==> config.mk <==
export PLATFORM = sky130hd
export DESIGN_NAME = sra_readout
export DESIGN_NICKNAME = d
export VERILOG_FILES = /design/src/common/sra_pkg.sv /design/src/design/sra_sync.sv /design/src/design/sra_readout.sv
export VERILOG_INCLUDE_DIRS = /design/src /design/src/common
export SDC_FILE = /design/constraint.sdc
export NUM_CORES = 1
export LEC_CHECK = 0
export BUFFER_PORTS_ARGS = -buffer_cell sky130_fd_sc_hd__buf_2
export CORE_ASPECT_RATIO = 1.5
export CORE_UTILIZATION = 61
export CTS_CLUSTER_SIZE = 8
export DETAILED_ROUTE_END_ITERATION = 8
export PLACE_DENSITY = 0.89
export REMOVE_ABC_BUFFERS = 1
export SLEW_MARGIN = 5
export SYNTH_ARGS = -nofsm -noshare
export SYNTH_HDL_FRONTEND = slang
export SYNTH_HIERARCHICAL = 1
export SYNTH_SLANG_ARGS = --single-unit
==> constraint.sdc <==
create_clock -name clk -period 3 [get_ports clk]
set_input_delay 0.9 -clock clk [delete_from_list [all_inputs] [get_ports clk]]
set_output_delay 0.9 -clock clk [all_outputs]
set_load 0.01 [all_outputs]
==> src/common/sra_defs.svh <==
// Purpose: named constants of the serial readout converter sequencer
// Assumes: 25 MHz system clock; serial clock sampled, never used as a clock
// Notes:   edge numbers count serial clock falling edges after select falls
`ifndef SRA_DEFS_SVH
`define SRA_DEFS_SVH

// ----------------------------------------------------------------
// word layout
// ----------------------------------------------------------------
`define SRA_RES_W        14
`define SRA_DAC_MSB      14'h2000
`define SRA_CNT_W        5

// ----------------------------------------------------------------
// falling-edge schedule (count of edges already seen)
// ----------------------------------------------------------------
`define SRA_CNT_SIXTH    5'h05
`define SRA_CNT_DEC_LO   5'h06
`define SRA_CNT_DEC_LSB  5'h13
`define SRA_CNT_SUB_HI   5'h14
`define SRA_CNT_SUB_LO   5'h15
`define SRA_CNT_OUT_LO   5'h07
`define SRA_CNT_OUT_HI   5'h16
`define SRA_CNT_LAST     5'h18

// ----------------------------------------------------------------
// host timing
// ----------------------------------------------------------------
`define SRA_CLK_NS       40
`define SRA_TACQ_NS      1100
`define SRA_SCLK_MAX_KHZ 4800
`define SRA_ACQ_CYC      ((`SRA_TACQ_NS + `SRA_CLK_NS - 1) / `SRA_CLK_NS)
`define SRA_SCLK_MIN_CYC ((1000000 + `SRA_SCLK_MAX_KHZ * `SRA_CLK_NS - 1) / (`SRA_SCLK_MAX_KHZ * `SRA_CLK_NS))
`define SRA_ACQ_CNT_W    6
`define SRA_GAP_CNT_W    4

`endif

==> src/common/sra_pkg.sv <==
// Purpose: types shared by the serial readout converter sequencer
// Assumes: sra_defs.svh holds every number except the state encodings, which stand here
// Notes:   none
package sra_pkg;
`include "sra_defs.svh"

   // gray along off, acquire, convert, done
   typedef enum logic [1:0] {
      SRA_OFF  = 2'h0,
      SRA_ACQ  = 2'h1,
      SRA_CONV = 2'h3,
      SRA_DONE = 2'h2
   } sra_state_t;

   typedef struct packed {
      logic data;
      logic oe_n;
   } sra_dout_t;

   typedef struct packed {
      logic                 track;
      logic [`SRA_RES_W-1:0] dac;
   } sra_th_t;

   typedef struct packed {
      logic acq_short;
      logic sclk_fast;
   } sra_flags_t;

endpackage

==> src/design/sra_sync.sv <==
// Purpose: two-stage synchroniser for pins from outside the clock domain
// Assumes: each bit is an independent level
// Notes:   stage one feeds stage two only
`timescale 1ns/10ps
module sra_sync #(
   parameter int              W       = 1,
   parameter logic [W-1:0]    RST_VAL = '0
) (
   // clock and reset
   input  wire logic          clk,
   input  wire logic          rst,
   // levels
   input  wire logic [W-1:0]  d,
   output      logic [W-1:0]  q
);

   logic [W-1:0] meta_ff;
   logic [W-1:0] q_ff;
   logic [W-1:0] nxt_meta;
   logic [W-1:0] nxt_q;

   always_comb begin
      nxt_meta = d;
      nxt_q    = meta_ff;
   end

   always_ff @(posedge clk) begin
      if (rst) begin
         meta_ff <= RST_VAL;
         q_ff    <= RST_VAL;
      end else begin
         meta_ff <= nxt_meta;
         q_ff    <= nxt_q;
      end
   end

   assign q = q_ff;

endmodule

==> src/design/sra_readout.sv <==
// Purpose: sequencer and serial read port of a 14-bit successive-approximation converter
// Assumes: select and serial clock come from a host master; comparator is an async level
// Notes:   serial clock edges are found by sampling, so it must stay well below clk/2
//
// Notes on behaviour
// - select high keeps device shut down, idle
// - select low keeps converter fully powered
// - select falling edge wakes and starts acquisition
// - serial clock alone times conversion; max 4.8MHz
// - serial output changes only on clock falling edges
// - serial output high impedance while select high
// - eight zeros first, then result MSB first
// - result is 14-bit unipolar straight binary
// - sixth falling edge ends acquisition, freezes sample
// - track during acquisition, hold switches open after
// - hold mode steps DAC bit by bit
// - select high then low re-acquires afresh
// - readout spans twenty-four falling edges incl sub-bits
// - extra edges give zeros, converter undisturbed
// - select rising mid-conversion aborts into shutdown
// - select fall drives zero; data after eighth edge
`timescale 1ns/10ps
`include "sra_defs.svh"
module sra_readout
   import sra_pkg::*;
(
   // clock and reset
   input  wire logic                  clk,
   input  wire logic                  rst,
   // host pins
   input  wire logic                  cs_n,
   input  wire logic                  sclk,
   output      sra_dout_t             dout,
   // analog front end
   input  wire logic                  comp_hi,
   output      sra_th_t               th,
   output      logic                  pwr_on,
   // result side
   output      logic [`SRA_RES_W-1:0] conv_word,
   output      logic [1:0]            sub_bits,
   output      logic                  word_valid,
   // host timing status
   output      sra_flags_t            flags
);

   // ----------------------------------------------------------------
   // pin synchronisers and edge finding
   // ----------------------------------------------------------------
   logic [2:0] pins_s;
   logic       cs_s;
   logic       sclk_s;
   logic       comp_s;
   logic       cs_d_ff;
   logic       sclk_d_ff;
   logic       nxt_cs_d;
   logic       nxt_sclk_d;
   logic       cs_fall;
   logic       cs_rise;
   logic       sclk_fall;

   sra_sync #(
      .W       (3),
      .RST_VAL (3'h4)
   ) u_sync (
      .clk (clk),
      .rst (rst),
      .d   ({cs_n, sclk, comp_hi}),
      .q   (pins_s)
   );

   assign cs_s   = pins_s[2];
   assign sclk_s = pins_s[1];
   assign comp_s = pins_s[0];

   always_comb begin
      nxt_cs_d   = cs_s;
      nxt_sclk_d = sclk_s;
   end

   always_ff @(posedge clk) begin
      if (rst) begin
         cs_d_ff   <= 1'b1;
         sclk_d_ff <= 1'b0;
      end else begin
         cs_d_ff   <= nxt_cs_d;
         sclk_d_ff <= nxt_sclk_d;
      end
   end

   assign cs_fall   = cs_d_ff & ~cs_s;
   assign cs_rise   = ~cs_d_ff & cs_s;
   assign sclk_fall = sclk_d_ff & ~sclk_s;

   // ----------------------------------------------------------------
   // sequencer, successive approximation and serial output
   // ----------------------------------------------------------------
   sra_state_t              state_ff;
   sra_state_t              nxt_state;
   logic [`SRA_CNT_W-1:0]   cnt_ff;
   logic [`SRA_CNT_W-1:0]   nxt_cnt;
   logic [`SRA_RES_W-1:0]   dac_ff;
   logic [`SRA_RES_W-1:0]   nxt_dac;
   logic [`SRA_RES_W-1:0]   mask_ff;
   logic [`SRA_RES_W-1:0]   nxt_mask;
   logic                    track_ff;
   logic                    nxt_track;
   logic                    dec_ff;
   logic                    nxt_dec;
   sra_dout_t               dout_ff;
   sra_dout_t               nxt_dout;
   logic [`SRA_RES_W-1:0]   word_ff;
   logic [`SRA_RES_W-1:0]   nxt_word;
   logic [1:0]              sub_ff;
   logic [1:0]              nxt_sub;
   logic                    valid_ff;
   logic                    nxt_valid;

   always_comb begin
      nxt_state = state_ff;
      nxt_cnt   = cnt_ff;
      nxt_dac   = dac_ff;
      nxt_mask  = mask_ff;
      nxt_track = track_ff;
      nxt_dec   = dec_ff;
      nxt_dout  = dout_ff;
      nxt_word  = word_ff;
      nxt_sub   = sub_ff;
      nxt_valid = 1'b0;
      if (cs_s) begin
         // shutdown also aborts any conversion under way
         nxt_state     = SRA_OFF;
         nxt_cnt       = '0;
         nxt_dac       = '0;
         nxt_mask      = '0;
         nxt_track     = 1'b0;
         nxt_dout.data = 1'b0;
         nxt_dout.oe_n = 1'b1;
      end else if (cs_fall) begin
         // fresh start: switches back to the input, output drives zero
         nxt_state     = SRA_ACQ;
         nxt_cnt       = '0;
         nxt_dac       = '0;
         nxt_mask      = '0;
         nxt_track     = 1'b1;
         nxt_dout.data = 1'b0;
         nxt_dout.oe_n = 1'b0;
      end else if (sclk_fall && state_ff != SRA_OFF) begin
         // only serial clock edges advance anything
         if (cnt_ff != `SRA_CNT_LAST) begin
            nxt_cnt = cnt_ff + 5'h01;
         end
         // output moves only here, one decision behind the comparator
         if (cnt_ff >= `SRA_CNT_OUT_LO && cnt_ff <= `SRA_CNT_OUT_HI) begin
            nxt_dout.data = dec_ff;
         end else begin
            nxt_dout.data = 1'b0;
         end
         case (state_ff)
            SRA_ACQ: begin
               if (cnt_ff == `SRA_CNT_SIXTH) begin
                  nxt_track = 1'b0;
                  nxt_state = SRA_CONV;
                  nxt_dac   = `SRA_DAC_MSB;
                  nxt_mask  = `SRA_DAC_MSB;
               end
            end
            SRA_CONV: begin
               nxt_dec = comp_s;
               if (cnt_ff <= `SRA_CNT_DEC_LSB) begin
                  // keep the trial bit if the input is above it
                  nxt_dac  = (comp_s ? dac_ff : (dac_ff & ~mask_ff)) | (mask_ff >> 1);
                  nxt_mask = mask_ff >> 1;
               end else if (cnt_ff == `SRA_CNT_SUB_HI) begin
                  nxt_sub[1] = comp_s;
                  nxt_word   = dac_ff;
               end else begin
                  nxt_sub[0] = comp_s;
                  nxt_state  = SRA_DONE;
                  nxt_valid  = 1'b1;
               end
            end
            SRA_DONE: begin
               // later edges leave the converter alone
               nxt_dec = 1'b0;
            end
            default: begin
               nxt_state = SRA_OFF;
            end
         endcase
      end
   end

   always_ff @(posedge clk) begin
      if (rst) begin
         state_ff <= SRA_OFF;
         cnt_ff   <= '0;
         dac_ff   <= '0;
         mask_ff  <= '0;
         track_ff <= 1'b0;
         dec_ff   <= 1'b0;
         dout_ff  <= '{data: 1'b0, oe_n: 1'b1};
         word_ff  <= '0;
         sub_ff   <= '0;
         valid_ff <= 1'b0;
      end else begin
         state_ff <= nxt_state;
         cnt_ff   <= nxt_cnt;
         dac_ff   <= nxt_dac;
         mask_ff  <= nxt_mask;
         track_ff <= nxt_track;
         dec_ff   <= nxt_dec;
         dout_ff  <= nxt_dout;
         word_ff  <= nxt_word;
         sub_ff   <= nxt_sub;
         valid_ff <= nxt_valid;
      end
   end

   assign dout       = dout_ff;
   assign th         = '{track: track_ff, dac: dac_ff};
   assign pwr_on     = (state_ff != SRA_OFF);
   assign conv_word  = word_ff;
   assign sub_bits   = sub_ff;
   assign word_valid = valid_ff;

   // ----------------------------------------------------------------
   // host timing monitor
   // ----------------------------------------------------------------
   // the host owes the acquisition time and clock rate; we only report
   logic [`SRA_ACQ_CNT_W-1:0] acq_cnt_ff;
   logic [`SRA_ACQ_CNT_W-1:0] nxt_acq_cnt;
   logic [`SRA_GAP_CNT_W-1:0] gap_ff;
   logic [`SRA_GAP_CNT_W-1:0] nxt_gap;
   sra_flags_t                flags_ff;
   sra_flags_t                nxt_flags;

   always_comb begin
      nxt_acq_cnt = acq_cnt_ff;
      nxt_gap     = gap_ff;
      nxt_flags   = flags_ff;
      if (cs_fall) begin
         nxt_acq_cnt = '0;
         nxt_gap     = '1;
         nxt_flags   = '0;
      end else if (!cs_s) begin
         if (acq_cnt_ff != '1) begin
            nxt_acq_cnt = acq_cnt_ff + 6'h01;
         end
         if (gap_ff != '1) begin
            nxt_gap = gap_ff + 4'h1;
         end
         if (sclk_fall) begin
            nxt_gap = '0;
            // sampled edges jitter one clk, so a legal clock may look one clk short
            if (gap_ff < `SRA_GAP_CNT_W'(`SRA_SCLK_MIN_CYC - 2)) begin
               nxt_flags.sclk_fast = 1'b1;
            end
            if (state_ff == SRA_ACQ && cnt_ff == `SRA_CNT_SIXTH &&
                acq_cnt_ff < `SRA_ACQ_CNT_W'(`SRA_ACQ_CYC - 2)) begin
               nxt_flags.acq_short = 1'b1;
            end
         end
      end
   end

   always_ff @(posedge clk) begin
      if (rst) begin
         acq_cnt_ff <= '0;
         gap_ff     <= '1;
         flags_ff   <= '0;
      end else begin
         acq_cnt_ff <= nxt_acq_cnt;
         gap_ff     <= nxt_gap;
         flags_ff   <= nxt_flags;
      end
   end

   assign flags = flags_ff;
endmodule

==> out/results.tsv <==
stage	metric	value	unit
cts	postCtsHoldBufs	0	
finish	final_common_cell	dfxtp_1	
worst_setup_path	cp-end-kind	register	
sta	period_share	84.1	%
worst_setup_path	path_delay_family	simple AND/OR/NAND/NOR gates	
sta	timing.final.crit_period	2.52	ns
sta	slew_viol_final	0	
sta	clock_skew	0.00979	ns
worst_setup_path	crit_path_start	cnt_ff[0]	
die	io_pins	42	
worst_setup_path	worstPathArrival	2.73	ns
worst_setup_path	crit_required	3.21	ns
finish	syn_to_final_growth	11.5	%
finish	final_cell_mix	dfxtp_1, nand2_1, buf_2, nor2_1, mux2i_1	
die	die_w	61.3	µm
drt	wl	6800	µm
place	placed_area	3410	µm²
synth	ys_ff_latch	76	
worst_setup_path	cp.buffers_inverters	0	
die	core	5120	µm²
grt	grt_pass1_wl	11400	µm
worst_setup_path	reg2reg_from	cnt_ff[0]	
drt	drtIter0Drc	108	
power_and_ir_drop	swShare	23.4	%
grt	grt_max_degree	30	
status	status	finished, final reports clean	
drt	drt-pass1-iter-count	4	
sta	finalSetupViolations	0	
worst_setup_path	criticalPathCategory	register to register	
sta	rsz0062_at_grt	false	
power_and_ir_drop	p_int	1.35	mW
cts	root_buffer	clkbuf_8	
worst_setup_path	rr_endpoint	mask_ff[5]	
finish	final_cell_area	3580	µm²
run	max-cap-violations	0	
grt	gr-total-overflow	0	
die	rows	32	
power_and_ir_drop	clkPwrFrac	40.1	%
power_and_ir_drop	ir_drop	0.412	mV
synth	synth-seq-area-share	47.3	%
finish	diodes	0	
die	die_h	90.9	µm
sta	slew-limit-headroom	44.2	%
die	start_util	62.7	%
synth	async_flop_share	0	%
power_and_ir_drop	p_switching	0.413	mW
worst_setup_path	reg2regPathDepth	5	
power_and_ir_drop	power_density	492	nW/µm²
die	dieArea	5570	µm²
power_and_ir_drop	p_leak	1.45	nW
sta	setup_tns	0	ns
synth	synth-edff-count	0	
cts	htreeDepth	3	
cts	ctsResizeCount	0	
synth	syn_inst	346	
cts	cts_buffers	9	
cts	cts_tree	built	
synth	netlist_area	3210	µm²
worst_setup_path	crit_path_start_kind	register	
synth	syn_avg_cell_area	9.29	µm²
cts	cts_setup_buffers	0	
cts	cts_buffer_depth	2	
power_and_ir_drop	seqPwrFrac	58.0	%
grt	track_usage	27.6	%
sta	fin_hold_ws	0.409	ns
grt	antenna_found_initial	0	
worst_setup_path	cp-endpoint	mask_ff[5]	
worst_setup_path	crit_cells	5	
finish	layoutNonFillerInstCount	457	
cts	clk_pin_slew	0.08	ns
min_path	min_path_type	register to register	
sta	worst_slew_pin_slew	0.834	ns
finish	nets	395	
place	place_inst	441	
power_and_ir_drop	pwr-share-comb	1.9	%
place	gp_congestion	0.841	
grt	grt_pass1_vias	2508	
drt	vias	2605	
place	place.detailed.hpwl	4610	µm
worst_setup_path	max_stage_delay	0.73	ns
synth	yosys_warnings	6	
drt	drc	0	
worst_setup_path	cp_cell_sequence	ha_1, nor4bb_1, a311oi_4, nor2_1, o21ai_0	
sta	max_freq	0.396	GHz
finish	drive_above_1_share	19.0	%
place	portBuffers	41	
synth	synth_cell_types	54	
sta	hold_viol	0	
worst_setup_path	crit_fanout	14	
worst_setup_path	worst-r2r-setup-slack	0.48	ns
drt	wire_per_inst	14.9	µm
drt	ant_nets	0	
synth	synth-main-ff-cell	dfxtp_1	
worst_setup_path	cpMaxStageDelayCell	nor2_1	
cts	clock_sinks	76	
drt	vias_per_cell	5.70	
cts	clkLatencyLatePin	0.36	ns
-- state kept, by name (all words and copies together), names as in the netlist, 2 cells and up --
signal	flops
conv_word	14
dac_ff	14
mask_ff	14
acq_cnt_ff	6
cnt_ff	5
gap_ff	4
u_sync/meta_ff	3
u_sync/q	3
dout	2
flags	2
state_ff	2
sub_bits	2
-- worst min path at each step --
| stage | start | to | slack, ns | cells past startpoint |
|---|---|---|---|---|
| floorplan | u_sync/meta_ff[2] | u_sync/q[2] | 0.38 | 1 |
| CTS | u_sync/meta_ff[2] | u_sync/q[2] | 0.41 | 1 |
| global route | u_sync/meta_ff[2] | u_sync/q[2] | 0.43 | 1 |
| finish | u_sync/meta_ff[2] | u_sync/q[2] | 0.41 | 1 |
| detailed placement | u_sync/meta_ff[2] | u_sync/q[2] | 0.40 | 1 |
| global placement | u_sync/meta_ff[2] | u_sync/q[2] | 0.39 | 1 |
-- worst register-to-register path, cell delays in order, from the launching register on --
cell,delay (ns)
dfxtp_1,0.47
ha_1,0.18
nor4bb_1,0.54
a311oi_4,0.21
nor2_1,0.73
o21ai_0,0.23
-- Yosys cell counts (2+ instances only) --
| cell type | instances | area (µm²) |
|---|---|---|
| nor4_4 | 2 | 42.5 |
| o211ai_1 | 2 | 15.0 |
| clkbuf_1 | 4 | 15.0 |
| nor4b_1 | 2 | 17.5 |
| or2_2 | 2 | 12.5 |
| nand3b_1 | 3 | 22.5 |
| nand2_1 | 68 | 255 |
| xor2_1 | 2 | 17.5 |
| nor2_1 | 36 | 135 |
| o21ai_1 | 2 | 10.0 |
| o311ai_1 | 10 | 87.6 |
| ha_1 | 6 | 75.1 |
| a21o_1 | 3 | 22.5 |
| buf_2 | 5 | 25.0 |
| nor3b_1 | 2 | 15.0 |
| a311oi_1 | 2 | 17.5 |
| or2_1 | 2 | 12.5 |
| buf_6 | 7 | 78.8 |
| nand3_1 | 3 | 15.0 |
| nand4_1 | 3 | 18.8 |
| o21ai_0 | 14 | 70.1 |
| o311ai_0 | 4 | 35.0 |
| buf_4 | 2 | 15.0 |
| nor2b_1 | 9 | 56.3 |
| xnor2_1 | 7 | 61.3 |
| a31oi_1 | 2 | 12.5 |
| inv_1 | 9 | 33.8 |
| mux2i_1 | 19 | 190 |
| a21oi_1 | 11 | 55.1 |
| clkbuf_2 | 2 | 10.0 |
| a211oi_1 | 2 | 15.0 |
| nand2b_1 | 2 | 12.5 |
| dfxtp_1 | 76 | 1520 |
-- kinds of logic after synthesis --
family,share of synthesized area (%)
xor gates and xnor gates,2.45
and+or+nand+nor,22.9
DFF,47.3
buffers and inverters,5.53
muxes,5.92
adders and majority gates,2.34
AOI/OAI and AO/OA,13.5
-- per-layer routing --
metal  up-vias  global-route usage [%]  part of all wire (%)
met1      1229                    31.0                    40
li1       1279                       -                     -
met2        79                    45.0                    52
met5         -                       0                     0
met3        18                    8.17                   4.7
met4         0                    14.6                   3.2
-- area by class of cell --
class / instances / area (µm²)
Clock buffer: 11 / 141
Clock inverter: 5 / 36.3
Fill cell: 424 / 1540
Inverter: 9 / 33.8
Multi-Input combinational cell: 241 / 1520
Sequential cell: 76 / 1520
Tap cell: 68 / 85.1
Timing Repair Buffer: 47 / 250
-- power by group through the flow --
stage	clock, mW	combinational (mW)	sequential, mW
2_1_floorplan	0	0.0178	1.04
3_3_place_gp	0	0.0321	1.05
3_5_place_dp	0	0.0331	1.05
4_1_cts	0.710	0.0332	1.02
5_1_grt	0.755	0.0362	1.02
6_report	0.708	0.0330	1.02
-- through the flow --
stage	util, %	worst slack, ns	power [mW]
after global placement	66.5	0.650	1.08
after global routing	69.9	0.274	1.82
after detailed placement	66.5	0.503	1.08
final	69.9	0.477	1.76
after floorplan	-	0.608	1.06
after CTS	69.9	0.494	1.77
Power figures use the tool's default switching activity.
